## src/logic/power_up_consts.vh

```
// constants for the input power-up sequencer
// assumes a 100 MHz system clock and a 500 kHz internal digital tick
`ifndef POWER_UP_CONSTS_VH
`define POWER_UP_CONSTS_VH

`define CLK_HZ              100000000
`define TICK_HZ             500000
`define TICK_DIV            (`CLK_HZ / `TICK_HZ)
`define TICK_DIV_W          8
`define CNT_W               20
`define REG_DELAY_MS        220
`define QUAL_WINDOW_MS      30
`define RETRY_MS            2000
`define BOOST_DELAY_MS      30
`define MS_TICKS(m)         ((m) * (`TICK_HZ / 1000))
`define REG_DELAY_TICKS     `MS_TICKS(`REG_DELAY_MS)
`define QUAL_TICKS          `MS_TICKS(`QUAL_WINDOW_MS)
`define RETRY_TICKS         `MS_TICKS(`RETRY_MS)
`define BOOST_TICKS         `MS_TICKS(`BOOST_DELAY_MS)

// register addresses (word index)
`define ADDR_W              4
`define ADDR_CTRL           4'h0
`define ADDR_ILIM           4'h1
`define ADDR_VLIM           4'h2
`define ADDR_DRIVE          4'h3
`define ADDR_STATUS         4'h4
`define ADDR_BOOST          4'h5

// control register bits
`define CTRL_KICK           0
`define CTRL_FORCE          1
`define CTRL_CHG_EN         2
`define CTRL_PSKIP_DIS      3
`define CTRL_VARIANT_DP     4

// input current limit codes, 100 mA per step
`define ILIM_W              5
`define ILIM_200MA          5'h02
`define ILIM_500MA          5'h05
`define ILIM_1000MA         5'h0A
`define ILIM_1500MA         5'h0F
`define ILIM_2000MA         5'h14
`define ILIM_2100MA         5'h15
`define ILIM_2400MA         5'h18

// input voltage limit: code in 100 mV steps above 3.9 V
`define VLIM_W              8
`define VLIM_DEFAULT        8'h06
`define TRACK_200MV         8'h02
`define TRACK_250MV         8'h03
`define TRACK_300MV         8'h03

// source type codes
`define SRC_NONE            3'h0
`define SRC_SDP             3'h1
`define SRC_ADAPTOR         3'h2
`define SRC_CDP             3'h3
`define SRC_DCP             3'h4
`define SRC_NONSTD          3'h5
`define SRC_UNKNOWN         3'h6
`define SRC_BOOST           3'h7

// d+/d- detector result codes
`define DET_SDP             3'h0
`define DET_CDP             3'h1
`define DET_DCP             3'h2
`define DET_DIV1            3'h3
`define DET_DIV2            3'h4
`define DET_DIV3            3'h5
`define DET_DIV4            3'h6
`define DET_UNKNOWN         3'h7

`endif

```

## src/logic/input_power_up_sequencer.v

```verilog
// input power-up sequencer: regulator, qualification, type detection,
// limits, converter start and boost entry
// assumes analog comparators are synchronous levels from the front end
`timescale 1ns/1ns
`default_nettype none
`include "power_up_consts.vh"

// How it works
// - steps run regulator, qualify, detect, voltage limit, then converter start
// - regulator enables after presence and sleep comparator hold 220 ms
// - qualification draws 30 mA load for 30 ms, bus must stay in range
// - failed qualification retries every two seconds
// - pass sets source good flag and pulses host interrupt once
// - detection runs only with regulator on and source good set
// - detection done loads limit, sets power good, type code, pulses irq
// - input current capped by five-bit limit field, host may overwrite
// - select pin updates limit continuously by default, on force in host mode
// - pin high 500 mA code 001, pin low 2400 mA code 010
// - d+/d- runs standard detection, then non-standard on contact timeout
// - sdp 500 mA, cdp 1.5 A, dcp 2.4 A, unknown 500 mA
// - divider classes map to 2.1 A, 2 A, 1 A, 2.4 A
// - force detect bit reruns detection and self clears when done
// - d+/d- drive selects ignored while standard or non-standard detection runs
// - tracking uses max of limit and battery plus offset, only offset 00
// - system below 2.2 V caps input current at min of 200 mA and limit
// - run state keeps battery switch on only when charging enabled, other states keep it on
// - in run, pulse skip only when charge off or battery low, disable bit blocks it
// - boost after enable held 30 ms, battery ok, bus asleep, thermistor ok
// - boost current select 0.5 A or 1.2 A, type code reads 111
// - boost starts pulse skipping then fixed frequency unless disabled
// - watchdog kick moves device from default mode to host mode
module input_power_up_sequencer (
  input  wire              i_clock,
  input  wire              i_rst_b,
  input  wire              i_clk_en,
  input  wire [3:0]        i_addr,
  input  wire [7:0]        i_wdata,
  input  wire              i_wr,
  input  wire              i_rd,
  output reg  [7:0]        o_rdata,
  input  wire              i_input_present,
  input  wire              i_sleep_ok,
  input  wire              i_bus_ovp,
  input  wire              i_bus_above_min,
  input  wire              i_select_pin,
  input  wire              i_det_done,
  input  wire [2:0]        i_det_result,
  input  wire              i_dcd_timeout,
  input  wire              i_sys_low,
  input  wire              i_bat_low_sys,
  input  wire              i_bat_above_boost,
  input  wire              i_bus_asleep,
  input  wire              i_thermistor_ok,
  input  wire [7:0]        i_bat_vlim_code,
  output reg               o_regulator_en,
  output reg               o_test_load_en,
  output reg               o_host_irq_pulse,
  output reg               o_bc_detect_start,
  output reg               o_nonstd_detect_start,
  output reg  [1:0]        o_dplus_drive,
  output reg  [1:0]        o_dminus_drive,
  output reg  [4:0]        o_ilim_applied,
  output reg  [7:0]        o_vlim_applied,
  output reg               o_converter_en,
  output reg               o_battery_switch,
  output reg               o_pulse_skip_en,
  output reg               o_boost_en,
  output reg               o_boost_ilim_high
);

  // ===========================================================
  // state codes and registers
  localparam [7:0] S_OFF    = 8'h01;
  localparam [7:0] S_REGWT  = 8'h02;
  localparam [7:0] S_QUAL   = 8'h04;
  localparam [7:0] S_RETRY  = 8'h08;
  localparam [7:0] S_DETECT = 8'h10;
  localparam [7:0] S_NONSTD = 8'h20;
  localparam [7:0] S_RUN    = 8'h40;
  localparam [7:0] S_BOOST  = 8'h80;

  reg [7:0]            state_reg;
  reg [`TICK_DIV_W-1:0] div_reg;
  reg                  tick_reg;
  reg [`CNT_W-1:0]     cnt_reg;
  reg [`CNT_W-1:0]     boost_cnt_reg;
  reg                  host_mode_reg;
  reg                  force_reg;
  reg                  chg_en_reg;
  reg                  pskip_dis_reg;
  reg                  variant_dp_reg;
  reg [4:0]            ilim_reg;
  reg [7:0]            vlim_reg;
  reg [1:0]            vlim_os_reg;
  reg [1:0]            track_reg;
  reg [1:0]            dp_sel_reg;
  reg [1:0]            dm_sel_reg;
  reg                  src_good_reg;
  reg                  pwr_good_reg;
  reg [2:0]            src_type_reg;
  reg                  boost_sel_reg;
  reg                  boost_req_reg;
  reg                  boost_pfm_reg;

  wire power_ok  = i_input_present & i_sleep_ok;
  wire bus_ok    = ~i_bus_ovp & i_bus_above_min;
  wire boost_ok  = boost_req_reg & i_bat_above_boost & i_bus_asleep &
                   i_thermistor_ok;
  wire wr_ctrl   = i_wr & (i_addr == `ADDR_CTRL);
  wire det_cycle = (state_reg == S_DETECT) | (state_reg == S_NONSTD);

  // ===========================================================
  // detection result lookup
  reg [4:0] det_ilim;
  reg [2:0] det_type;
  always @* begin
    case (i_det_result)
      `DET_SDP:  begin det_ilim = `ILIM_500MA;  det_type = `SRC_SDP; end
      `DET_CDP:  begin det_ilim = `ILIM_1500MA; det_type = `SRC_CDP; end
      `DET_DCP:  begin det_ilim = `ILIM_2400MA; det_type = `SRC_DCP; end
      `DET_DIV1: begin det_ilim = `ILIM_2100MA; det_type = `SRC_NONSTD; end
      `DET_DIV2: begin det_ilim = `ILIM_2000MA; det_type = `SRC_NONSTD; end
      `DET_DIV3: begin det_ilim = `ILIM_1000MA; det_type = `SRC_NONSTD; end
      `DET_DIV4: begin det_ilim = `ILIM_2400MA; det_type = `SRC_NONSTD; end
      default:   begin det_ilim = `ILIM_500MA;  det_type = `SRC_UNKNOWN; end
    endcase
  end

  wire [4:0] pin_ilim = i_select_pin ? `ILIM_500MA : `ILIM_2400MA;
  wire [2:0] pin_type = i_select_pin ? `SRC_SDP : `SRC_ADAPTOR;

  reg [7:0] track_add;
  always @* begin
    case (track_reg)
      2'h1:    track_add = `TRACK_200MV;
      2'h2:    track_add = `TRACK_250MV;
      2'h3:    track_add = `TRACK_300MV;
      default: track_add = 8'h00;
    endcase
  end
  // saturate so a high battery code cannot wrap to a low limit
  wire [8:0] bat_sum   = {1'b0, i_bat_vlim_code} + {1'b0, track_add};
  wire [7:0] bat_track = bat_sum[8] ? 8'hFF : bat_sum[7:0];

  // ===========================================================
  // digital tick
  always @(posedge i_clock or negedge i_rst_b) begin
    if (!i_rst_b) begin
      div_reg  <= {`TICK_DIV_W{1'b0}};
      tick_reg <= 1'b0;
    end else if (i_clk_en) begin
      tick_reg <= (div_reg == `TICK_DIV - 1);
      if (div_reg == `TICK_DIV - 1)
        div_reg <= {`TICK_DIV_W{1'b0}};
      else
        div_reg <= div_reg + 1'b1;
    end
  end

  // ===========================================================
  // sequencer and registers
  always @(posedge i_clock or negedge i_rst_b) begin
    if (!i_rst_b) begin
      state_reg             <= S_OFF;
      cnt_reg               <= {`CNT_W{1'b0}};
      boost_cnt_reg         <= {`CNT_W{1'b0}};
      host_mode_reg         <= 1'b0;
      force_reg             <= 1'b0;
      chg_en_reg            <= 1'b1;
      pskip_dis_reg         <= 1'b0;
      variant_dp_reg        <= 1'b0;
      ilim_reg              <= `ILIM_500MA;
      vlim_reg              <= `VLIM_DEFAULT;
      vlim_os_reg           <= 2'h0;
      track_reg             <= 2'h0;
      dp_sel_reg            <= 2'h0;
      dm_sel_reg            <= 2'h0;
      src_good_reg          <= 1'b0;
      pwr_good_reg          <= 1'b0;
      src_type_reg          <= `SRC_NONE;
      boost_sel_reg         <= 1'b1;
      boost_req_reg         <= 1'b0;
      boost_pfm_reg         <= 1'b0;
      o_rdata               <= 8'h00;
      o_host_irq_pulse      <= 1'b0;
      o_bc_detect_start     <= 1'b0;
      o_nonstd_detect_start <= 1'b0;
    end else if (i_clk_en) begin
      o_host_irq_pulse      <= 1'b0;
      o_bc_detect_start     <= 1'b0;
      o_nonstd_detect_start <= 1'b0;
      // register writes
      if (wr_ctrl) begin
        if (i_wdata[`CTRL_KICK])
          host_mode_reg <= 1'b1;
        if (i_wdata[`CTRL_FORCE] & host_mode_reg)
          force_reg <= 1'b1;
        chg_en_reg     <= i_wdata[`CTRL_CHG_EN];
        pskip_dis_reg  <= i_wdata[`CTRL_PSKIP_DIS];
        variant_dp_reg <= i_wdata[`CTRL_VARIANT_DP];
      end
      if (i_wr & (i_addr == `ADDR_ILIM))
        ilim_reg <= i_wdata[4:0];
      if (i_wr & (i_addr == `ADDR_VLIM)) begin
        vlim_reg    <= {4'h0, i_wdata[3:0]};
        vlim_os_reg <= i_wdata[5:4];
        track_reg   <= i_wdata[7:6];
      end
      if (i_wr & (i_addr == `ADDR_DRIVE)) begin
        dp_sel_reg <= i_wdata[1:0];
        dm_sel_reg <= i_wdata[3:2];
      end
      if (i_wr & (i_addr == `ADDR_BOOST)) begin
        boost_req_reg <= i_wdata[0];
        boost_sel_reg <= i_wdata[1];
      end
      // register reads
      if (i_rd) begin
        case (i_addr)
          `ADDR_CTRL:   o_rdata <= {3'h0, variant_dp_reg, pskip_dis_reg,
                                    chg_en_reg, force_reg, host_mode_reg};
          `ADDR_ILIM:   o_rdata <= {3'h0, ilim_reg};
          `ADDR_VLIM:   o_rdata <= {track_reg, vlim_os_reg, vlim_reg[3:0]};
          `ADDR_DRIVE:  o_rdata <= {4'h0, dm_sel_reg, dp_sel_reg};
          `ADDR_STATUS: o_rdata <= {2'h0, state_reg == S_BOOST,
                                    pwr_good_reg, src_good_reg, src_type_reg};
          `ADDR_BOOST:  o_rdata <= {6'h00, boost_sel_reg, boost_req_reg};
          default:      o_rdata <= 8'h00;
        endcase
      end
      // boost enable hold timer
      if (!boost_req_reg)
        boost_cnt_reg <= {`CNT_W{1'b0}};
      else if (tick_reg && boost_cnt_reg < `BOOST_TICKS)
        boost_cnt_reg <= boost_cnt_reg + 1'b1;
      // select pin tracking in default mode
      if (!variant_dp_reg && pwr_good_reg && !host_mode_reg &&
          state_reg == S_RUN) begin
        ilim_reg     <= pin_ilim;
        src_type_reg <= pin_type;
      end
      case (state_reg)
        S_OFF: begin
          cnt_reg <= {`CNT_W{1'b0}};
          if (power_ok)
            state_reg <= S_REGWT;
        end
        S_REGWT: begin
          if (!power_ok) begin
            state_reg <= S_OFF;
          end else if (cnt_reg >= `REG_DELAY_TICKS) begin
            cnt_reg   <= {`CNT_W{1'b0}};
            state_reg <= S_QUAL;
          end else if (tick_reg) begin
            cnt_reg <= cnt_reg + 1'b1;
          end
        end
        S_QUAL: begin
          if (!bus_ok) begin
            cnt_reg   <= {`CNT_W{1'b0}};
            state_reg <= S_RETRY;
          end else if (cnt_reg >= `QUAL_TICKS) begin
            src_good_reg      <= 1'b1;
            o_host_irq_pulse  <= 1'b1;
            o_bc_detect_start <= variant_dp_reg;
            state_reg         <= S_DETECT;
          end else if (tick_reg) begin
            cnt_reg <= cnt_reg + 1'b1;
          end
        end
        S_RETRY: begin
          if (cnt_reg >= `RETRY_TICKS) begin
            cnt_reg   <= {`CNT_W{1'b0}};
            state_reg <= S_QUAL;
          end else if (tick_reg) begin
            cnt_reg <= cnt_reg + 1'b1;
          end
        end
        S_DETECT, S_NONSTD: begin
          // wait out the pass pulse so the two irq pulses stay apart
          if (!o_host_irq_pulse && (!variant_dp_reg || i_det_done)) begin
            ilim_reg         <= variant_dp_reg ? det_ilim : pin_ilim;
            src_type_reg     <= variant_dp_reg ? det_type : pin_type;
            pwr_good_reg     <= 1'b1;
            o_host_irq_pulse <= 1'b1;
            force_reg        <= wr_ctrl & i_wdata[`CTRL_FORCE] &
                                host_mode_reg;
            state_reg        <= S_RUN;
          end else if (i_dcd_timeout && state_reg == S_DETECT) begin
            o_nonstd_detect_start <= 1'b1;
            state_reg             <= S_NONSTD;
          end
        end
        S_RUN: begin
          if (force_reg) begin
            o_bc_detect_start <= variant_dp_reg;
            state_reg         <= S_DETECT;
          end else if (boost_ok && boost_cnt_reg >= `BOOST_TICKS &&
                       !i_input_present) begin
            src_type_reg  <= `SRC_BOOST;
            boost_pfm_reg <= ~pskip_dis_reg;
            state_reg     <= S_BOOST;
          end
        end
        S_BOOST: begin
          if (tick_reg)
            boost_pfm_reg <= 1'b0;
          if (!boost_ok) begin
            src_type_reg <= `SRC_NONE;
            state_reg    <= S_OFF;
          end
        end
        default: state_reg <= S_OFF;
      endcase
      // source gone in off, regulator wait or retry: back to high impedance
      if ((state_reg == S_OFF || state_reg == S_REGWT ||
           state_reg == S_RETRY) && !power_ok) begin
        src_good_reg <= 1'b0;
        pwr_good_reg <= 1'b0;
        state_reg    <= S_OFF;
      end
    end
  end

  // ===========================================================
  // registered outputs
  always @(posedge i_clock or negedge i_rst_b) begin
    if (!i_rst_b) begin
      o_regulator_en    <= 1'b0;
      o_test_load_en    <= 1'b0;
      o_dplus_drive     <= 2'h0;
      o_dminus_drive    <= 2'h0;
      o_ilim_applied    <= `ILIM_500MA;
      o_vlim_applied    <= `VLIM_DEFAULT;
      o_converter_en    <= 1'b0;
      o_battery_switch  <= 1'b0;
      o_pulse_skip_en   <= 1'b0;
      o_boost_en        <= 1'b0;
      o_boost_ilim_high <= 1'b1;
    end else if (i_clk_en) begin
      o_regulator_en <= (state_reg != S_OFF) && (state_reg != S_REGWT);
      o_test_load_en <= (state_reg == S_QUAL);
      o_dplus_drive  <= det_cycle ? 2'h0 : dp_sel_reg;
      o_dminus_drive <= det_cycle ? 2'h0 : dm_sel_reg;
      o_ilim_applied <= (i_sys_low && ilim_reg > `ILIM_200MA) ?
                        `ILIM_200MA : ilim_reg;
      o_vlim_applied <= (track_reg != 2'h0 && vlim_os_reg == 2'h0 &&
                         bat_track > vlim_reg) ? bat_track : vlim_reg;
      o_converter_en <= (state_reg == S_RUN) || (state_reg == S_BOOST);
      o_battery_switch <= (state_reg == S_RUN) ? chg_en_reg : 1'b1;
      o_pulse_skip_en <= (state_reg == S_BOOST) ?
                         (boost_pfm_reg && !pskip_dis_reg) :
                         (!pskip_dis_reg && (state_reg == S_RUN) &&
                          (!chg_en_reg || i_bat_low_sys));
      o_boost_en        <= (state_reg == S_BOOST);
      o_boost_ilim_high <= boost_sel_reg;
    end
  end

endmodule
`default_nettype wire

```

## config.mk

```make
export PLATFORM = sky130hd
export DESIGN_NAME = input_power_up_sequencer
export DESIGN_NICKNAME = d
export VERILOG_FILES = /design/src/logic/input_power_up_sequencer.v
export VERILOG_INCLUDE_DIRS = /design/src /design/src/logic
export SDC_FILE = /design/constraint.sdc
export NUM_CORES = 1
export LEC_CHECK = 0
export ABC_AREA = 1
export BUFFER_PORTS_ARGS = -buffer_cell sky130_fd_sc_hd__buf_2
export CORE_MARGIN = 4
export CORE_UTILIZATION = 30
export CTS_CLUSTER_SIZE = 16
export DETAILED_ROUTE_END_ITERATION = 16
export PLACE_DENSITY = 0.53
export RECOVER_POWER = 50
export SLEW_MARGIN = 25
export SYNTH_ARGS = -nofsm -noshare
export SYNTH_HDL_FRONTEND = slang
export SYNTH_SLANG_ARGS = --single-unit
```

## constraint.sdc

```tcl
create_clock -name i_clock -period 4.1 [get_ports i_clock]
set_clock_uncertainty 0.15 [all_clocks]
set_input_delay 0 -clock i_clock [delete_from_list [all_inputs] [get_ports i_clock]]
set_output_delay 0 -clock i_clock [all_outputs]
set_load 0.01 [all_outputs]
```

==> key figures <==
Critical path
  • Max FO, Critical Path: 8
  • Crit Reg-Reg Endpoint: o_vlim_applied[3]
  • Crit path cell chain: nor2_1, inv_1, fa_1, nand2_1, inv_2, nand4_1, inv_1, nor2_1, inv_1, ha_1, a21oi_1, o21ai_0, nand2_1, nand2_1, nor2_1, nand2_1, nand2_1, nand2_1, nand3_1, nand2_1
  • WP data required: roughly 4.3 ns
  • CP max-delay cell: fa_1
  • CP arrival: around 3.4 ns
  • Setup Crit Path Kind: reg2reg
  • Reg2reg start: track_reg[1]
  • Top cell by count, worst path: nand2_1
  • Buf+Inv Stages, Crit Path: 4
  • CP Launch Type: flip-flop
  • Largest stage delay on the critical path: between 0.4 and 0.5 ns
  • Worst R2R Path Depth: 20
  • Setup crit end kind: flip-flop
  • Delay-heaviest family, CP: simple AND/OR/NAND/NOR gates
  • FF-to-FF setup slack: between 0.8 and 0.9 ns

Clock tree
  • Root buffer cell: clkbuf_16
  • Max Buffers Root-to-Sink: 2
  • Clock Latency Late Sink: ~0.43 ns
  • H-tree depth: 4
  • CTS tree: done
  • Post-CTS repair timing setup buffer count: 0
  • Clock-pin slew on the worst setup and hold paths: around 0.06 ns
  • Sink Count: around 120
  • CTS Buf Count: 17

Synth
  • Post-synthesis sequential area ratio: 0.416
  • Synthesized area per cell: 7.37 um2
  • Largest cells by area after synthesis: dfrtp_1 37%, nand2_1 14%, inv_1 6.2%
  • Synthesized Nets: 1054
  • Number of flops mapped to enable cells by yosys: 0
  • YS warnings: 0
  • Synth Area in Simple Gates: 0.335
  • Synth area leader: dfrtp_1
  • Largest family of logic cells by synthesized area: simple AND/OR/NAND/NOR gates
  • Adder-cell area share of the yosys netlist: 0.0214
  • Synth cell count leaders: 281 x nand2_1, 121 x inv_1, 110 x dfrtp_1, 102 x nor2_1, 89 x nand3_1
  • Ys flop type: dfrtp_1
  • Post-synthesis cell area: 7380 um2
  • Synth Area in XOR/XNOR: 0.0320
  • Mux contribution to synthesized area: 0.00610
  • FF+latch count, synth: about 120
  • Top cell type's share of synthesized area: 0.373
  • Post-synthesis compound-gate area fraction: 0.108
  • Synth async-reset ratio: 1.00
  • Top-count cell post-synth: nand2_1
  • Yosys cell types: 49
  • Syn Inst Count: 1002

Hold path
  • Worst hold stages: 5
  • Min-Delay Path Class: in2reg
  • Hold Path End: state_reg[2]
  • Worst hold start: i_sleep_ok

Final layout
  • Fraction of layout cells with a size suffix above 1: 0.119
  • Area grow syn2layout: 23.4%
  • Ant. Diodes: 0
  • Footprint of the multi-input gates: 3710 um2
  • Nets: approximately 1200
  • Final Util: 0.375
  • Fillers: 2606
  • Sequential cell area: between 3000 and 4000 um2

Timing
  • Final setup vio count: 0
  • Worst slew pin tran: 2.23 ns
  • Max-slew headroom at the worst pin: -0.490
  • Peak Freq: 306 MHz
  • Fin crit period: around 3.3 ns
  • Hold Vio Cnt, Final: 0
  • Sum Neg Setup Slack: 0 ns
  • RSZ-0062 raised after global routing: no
  • Final Cycle Share: 0.798
  • Final Max Slew Viols: 118

Die
  • Core area: roughly 24000 um2
  • DIE HEIGHT: about 160 um
  • Die area: approximately 27000 um2
  • Std-Cell Rows: 57
  • Num ports: between 70 and 80
  • Die width: about 160 um
  • Starting Density: 0.304

Pwr
  • Leakage power: approximately 4.3 nW
  • Pwr dens: 414 nW/um2
  • VDD IR max: between 0.0002 and 0.00025 V

Run
  • MaxCap Viol Count: 3

Placement
  • Placed wire-length estimate: around 15 mm
  • Routability Congestion: approximately 0.84
  • Buffers on Ports: 74

Global routing
  • First-pass GRT wire length: 34.7 mm
  • Initial antenna violation count: 0
  • Largest net degree at the start of global routing: 45
  • Vias in the first global route: between 6000 and 7000
  • Grt total ovfl: 0
  • GRT Util Overall: 0.159

Outcome
  • Violated checks: capacitance limit, slew limit
  • Outcome: complete, but fails checks

Routing
  • Via count: between 6000 and 7000
  • WL final: 20.6 mm
  • Vias/cell: 4.67
  • DR iter-0 viols: 465
  • Antenna Nets Post-Route: 0
  • TritonRoute pass-1 iters: 5
  • Drc violations: 0
  • Wire per inst: ~14 um
==> metal layers <==
metal / global-route usage / vias up / share of wire
met5: 0 / - / 0
met4: 0.0374 / 0 / 0.0085
met3: 0.0260 / 11 / 0.030
met2: 0.245 / 116 / 0.45
met1: 0.235 / 3195 / 0.51
li1: - / 3497 / -
==> layout make-up <==
cell class,instances,area share
Clock buffer,22,0.0510
Clock inverter,10,0.0180
Inverter,127,0.0524
Multi-Input combinational cell,730,0.408
Sequential cell,122,0.337
Tap cell,324,0.0445
Timing Repair Buffer,126,0.0895
==> report_power, final <==
part | switching, mW | leakage (nW) | internal (mW)
Sequential | 0.110 | 1.58 | 1.35
Clock | 0.580 | 0.305 | 1.05
Combinational | 0.428 | 2.45 | 0.242
==> through the flow <==
stage | instances | setup WS (ns) | area (um2) | power, mW | hold slack (ns)
after floorplan | 1002 | 1.22 | 7380 | 1.90 | -0.446
after global placement | 1381 | 0.934 | 8070 | 2.12 | -0.124
after detailed placement | 1381 | 0.871 | 8070 | 2.12 | -0.122
after CTS | 1461 | 0.859 | 9180 | 3.82 | 0.00942
after global routing | 1461 | 0.404 | 9100 | 3.97 | 0.0366
final | 1461 | 0.829 | 9100 | 3.77 | 0.0142
==> kinds of logic (layout without fill, tap and decap cells) <==
kind of cell	after synthesis	after routing
buffers and inverters	150	285
adder cells (fa/ha/maj)	12	12
multiplexers	4	4
flip-flops	122	122
AO/OA/AOI/OAI	132	132
AND/OR/NAND/NOR	555	555
XOR/XNOR	27	27
==> worst register-to-register path: stages (launching register included) <==
cell and delay [ns]:
dfrtp_1 0.40, nor2_1 0.15, inv_1 0.10, fa_1 0.41, nand2_1 0.12, inv_2 0.06, nand4_1 0.16, inv_1 0.09
nor2_1 0.14, inv_1 0.06, ha_1 0.30, a21oi_1 0.14, o21ai_0 0.10, nand2_1 0.07, nand2_1 0.05, nor2_1 0.10
nand2_1 0.11, nand2_1 0.22, nand2_1 0.08, nand3_1 0.08, nand2_1 0.06
==> placed cells by master (no fill, tap or decap), types with 4 or more instances in the layout <==
cell type	count
nand2_1	281
inv_1	121
dfrtp_1	110
nor2_1	102
nand3_1	89
o21ai_0	52
dlygate4sd3_1	47
clkbuf_1	44
buf_2	37
xor2_1	26
a21oi_1	26
nor3_1	21
nand4_1	17
clkbuf_16	17
dfstp_2	12
nor2_2	11
o21ai_2	11
ha_1	11
nand3b_1	9
o21ai_1	9
nand2_2	7
o22ai_1	7
o211ai_1	6
inv_2	5
o31ai_1	5
nand3_2	4
nor2_4	4
nand2_4	4
a31oi_1	4
mux2_2	4
bufinv_16	4
==> how the worst max path moves through the flow <==
stage                             from                end  slack (ns)  cells past startpoint
after global routing           i_rst_b      dp_sel_reg[1]        0.40                      4
final                     track_reg[1]  o_vlim_applied[3]        0.83                     20
after CTS                 track_reg[1]  o_vlim_applied[3]        0.86                     20
after floorplan           track_reg[1]  o_vlim_applied[0]        1.22                     20
after detailed placement  track_reg[1]  o_vlim_applied[3]        0.87                     20
after global placement    track_reg[1]  o_vlim_applied[3]        0.93                     20
==> what timing repair did <==
| action | 4_1_cts | 5_1_grt |
|---|---|---|
| hold buffers | 48 | 0 |
| endpoints found under the hold margin | 95 | 0 |
| gates resized for setup | 0 | 0 |
No activity file was read; power rests on OpenSTA's default activity.
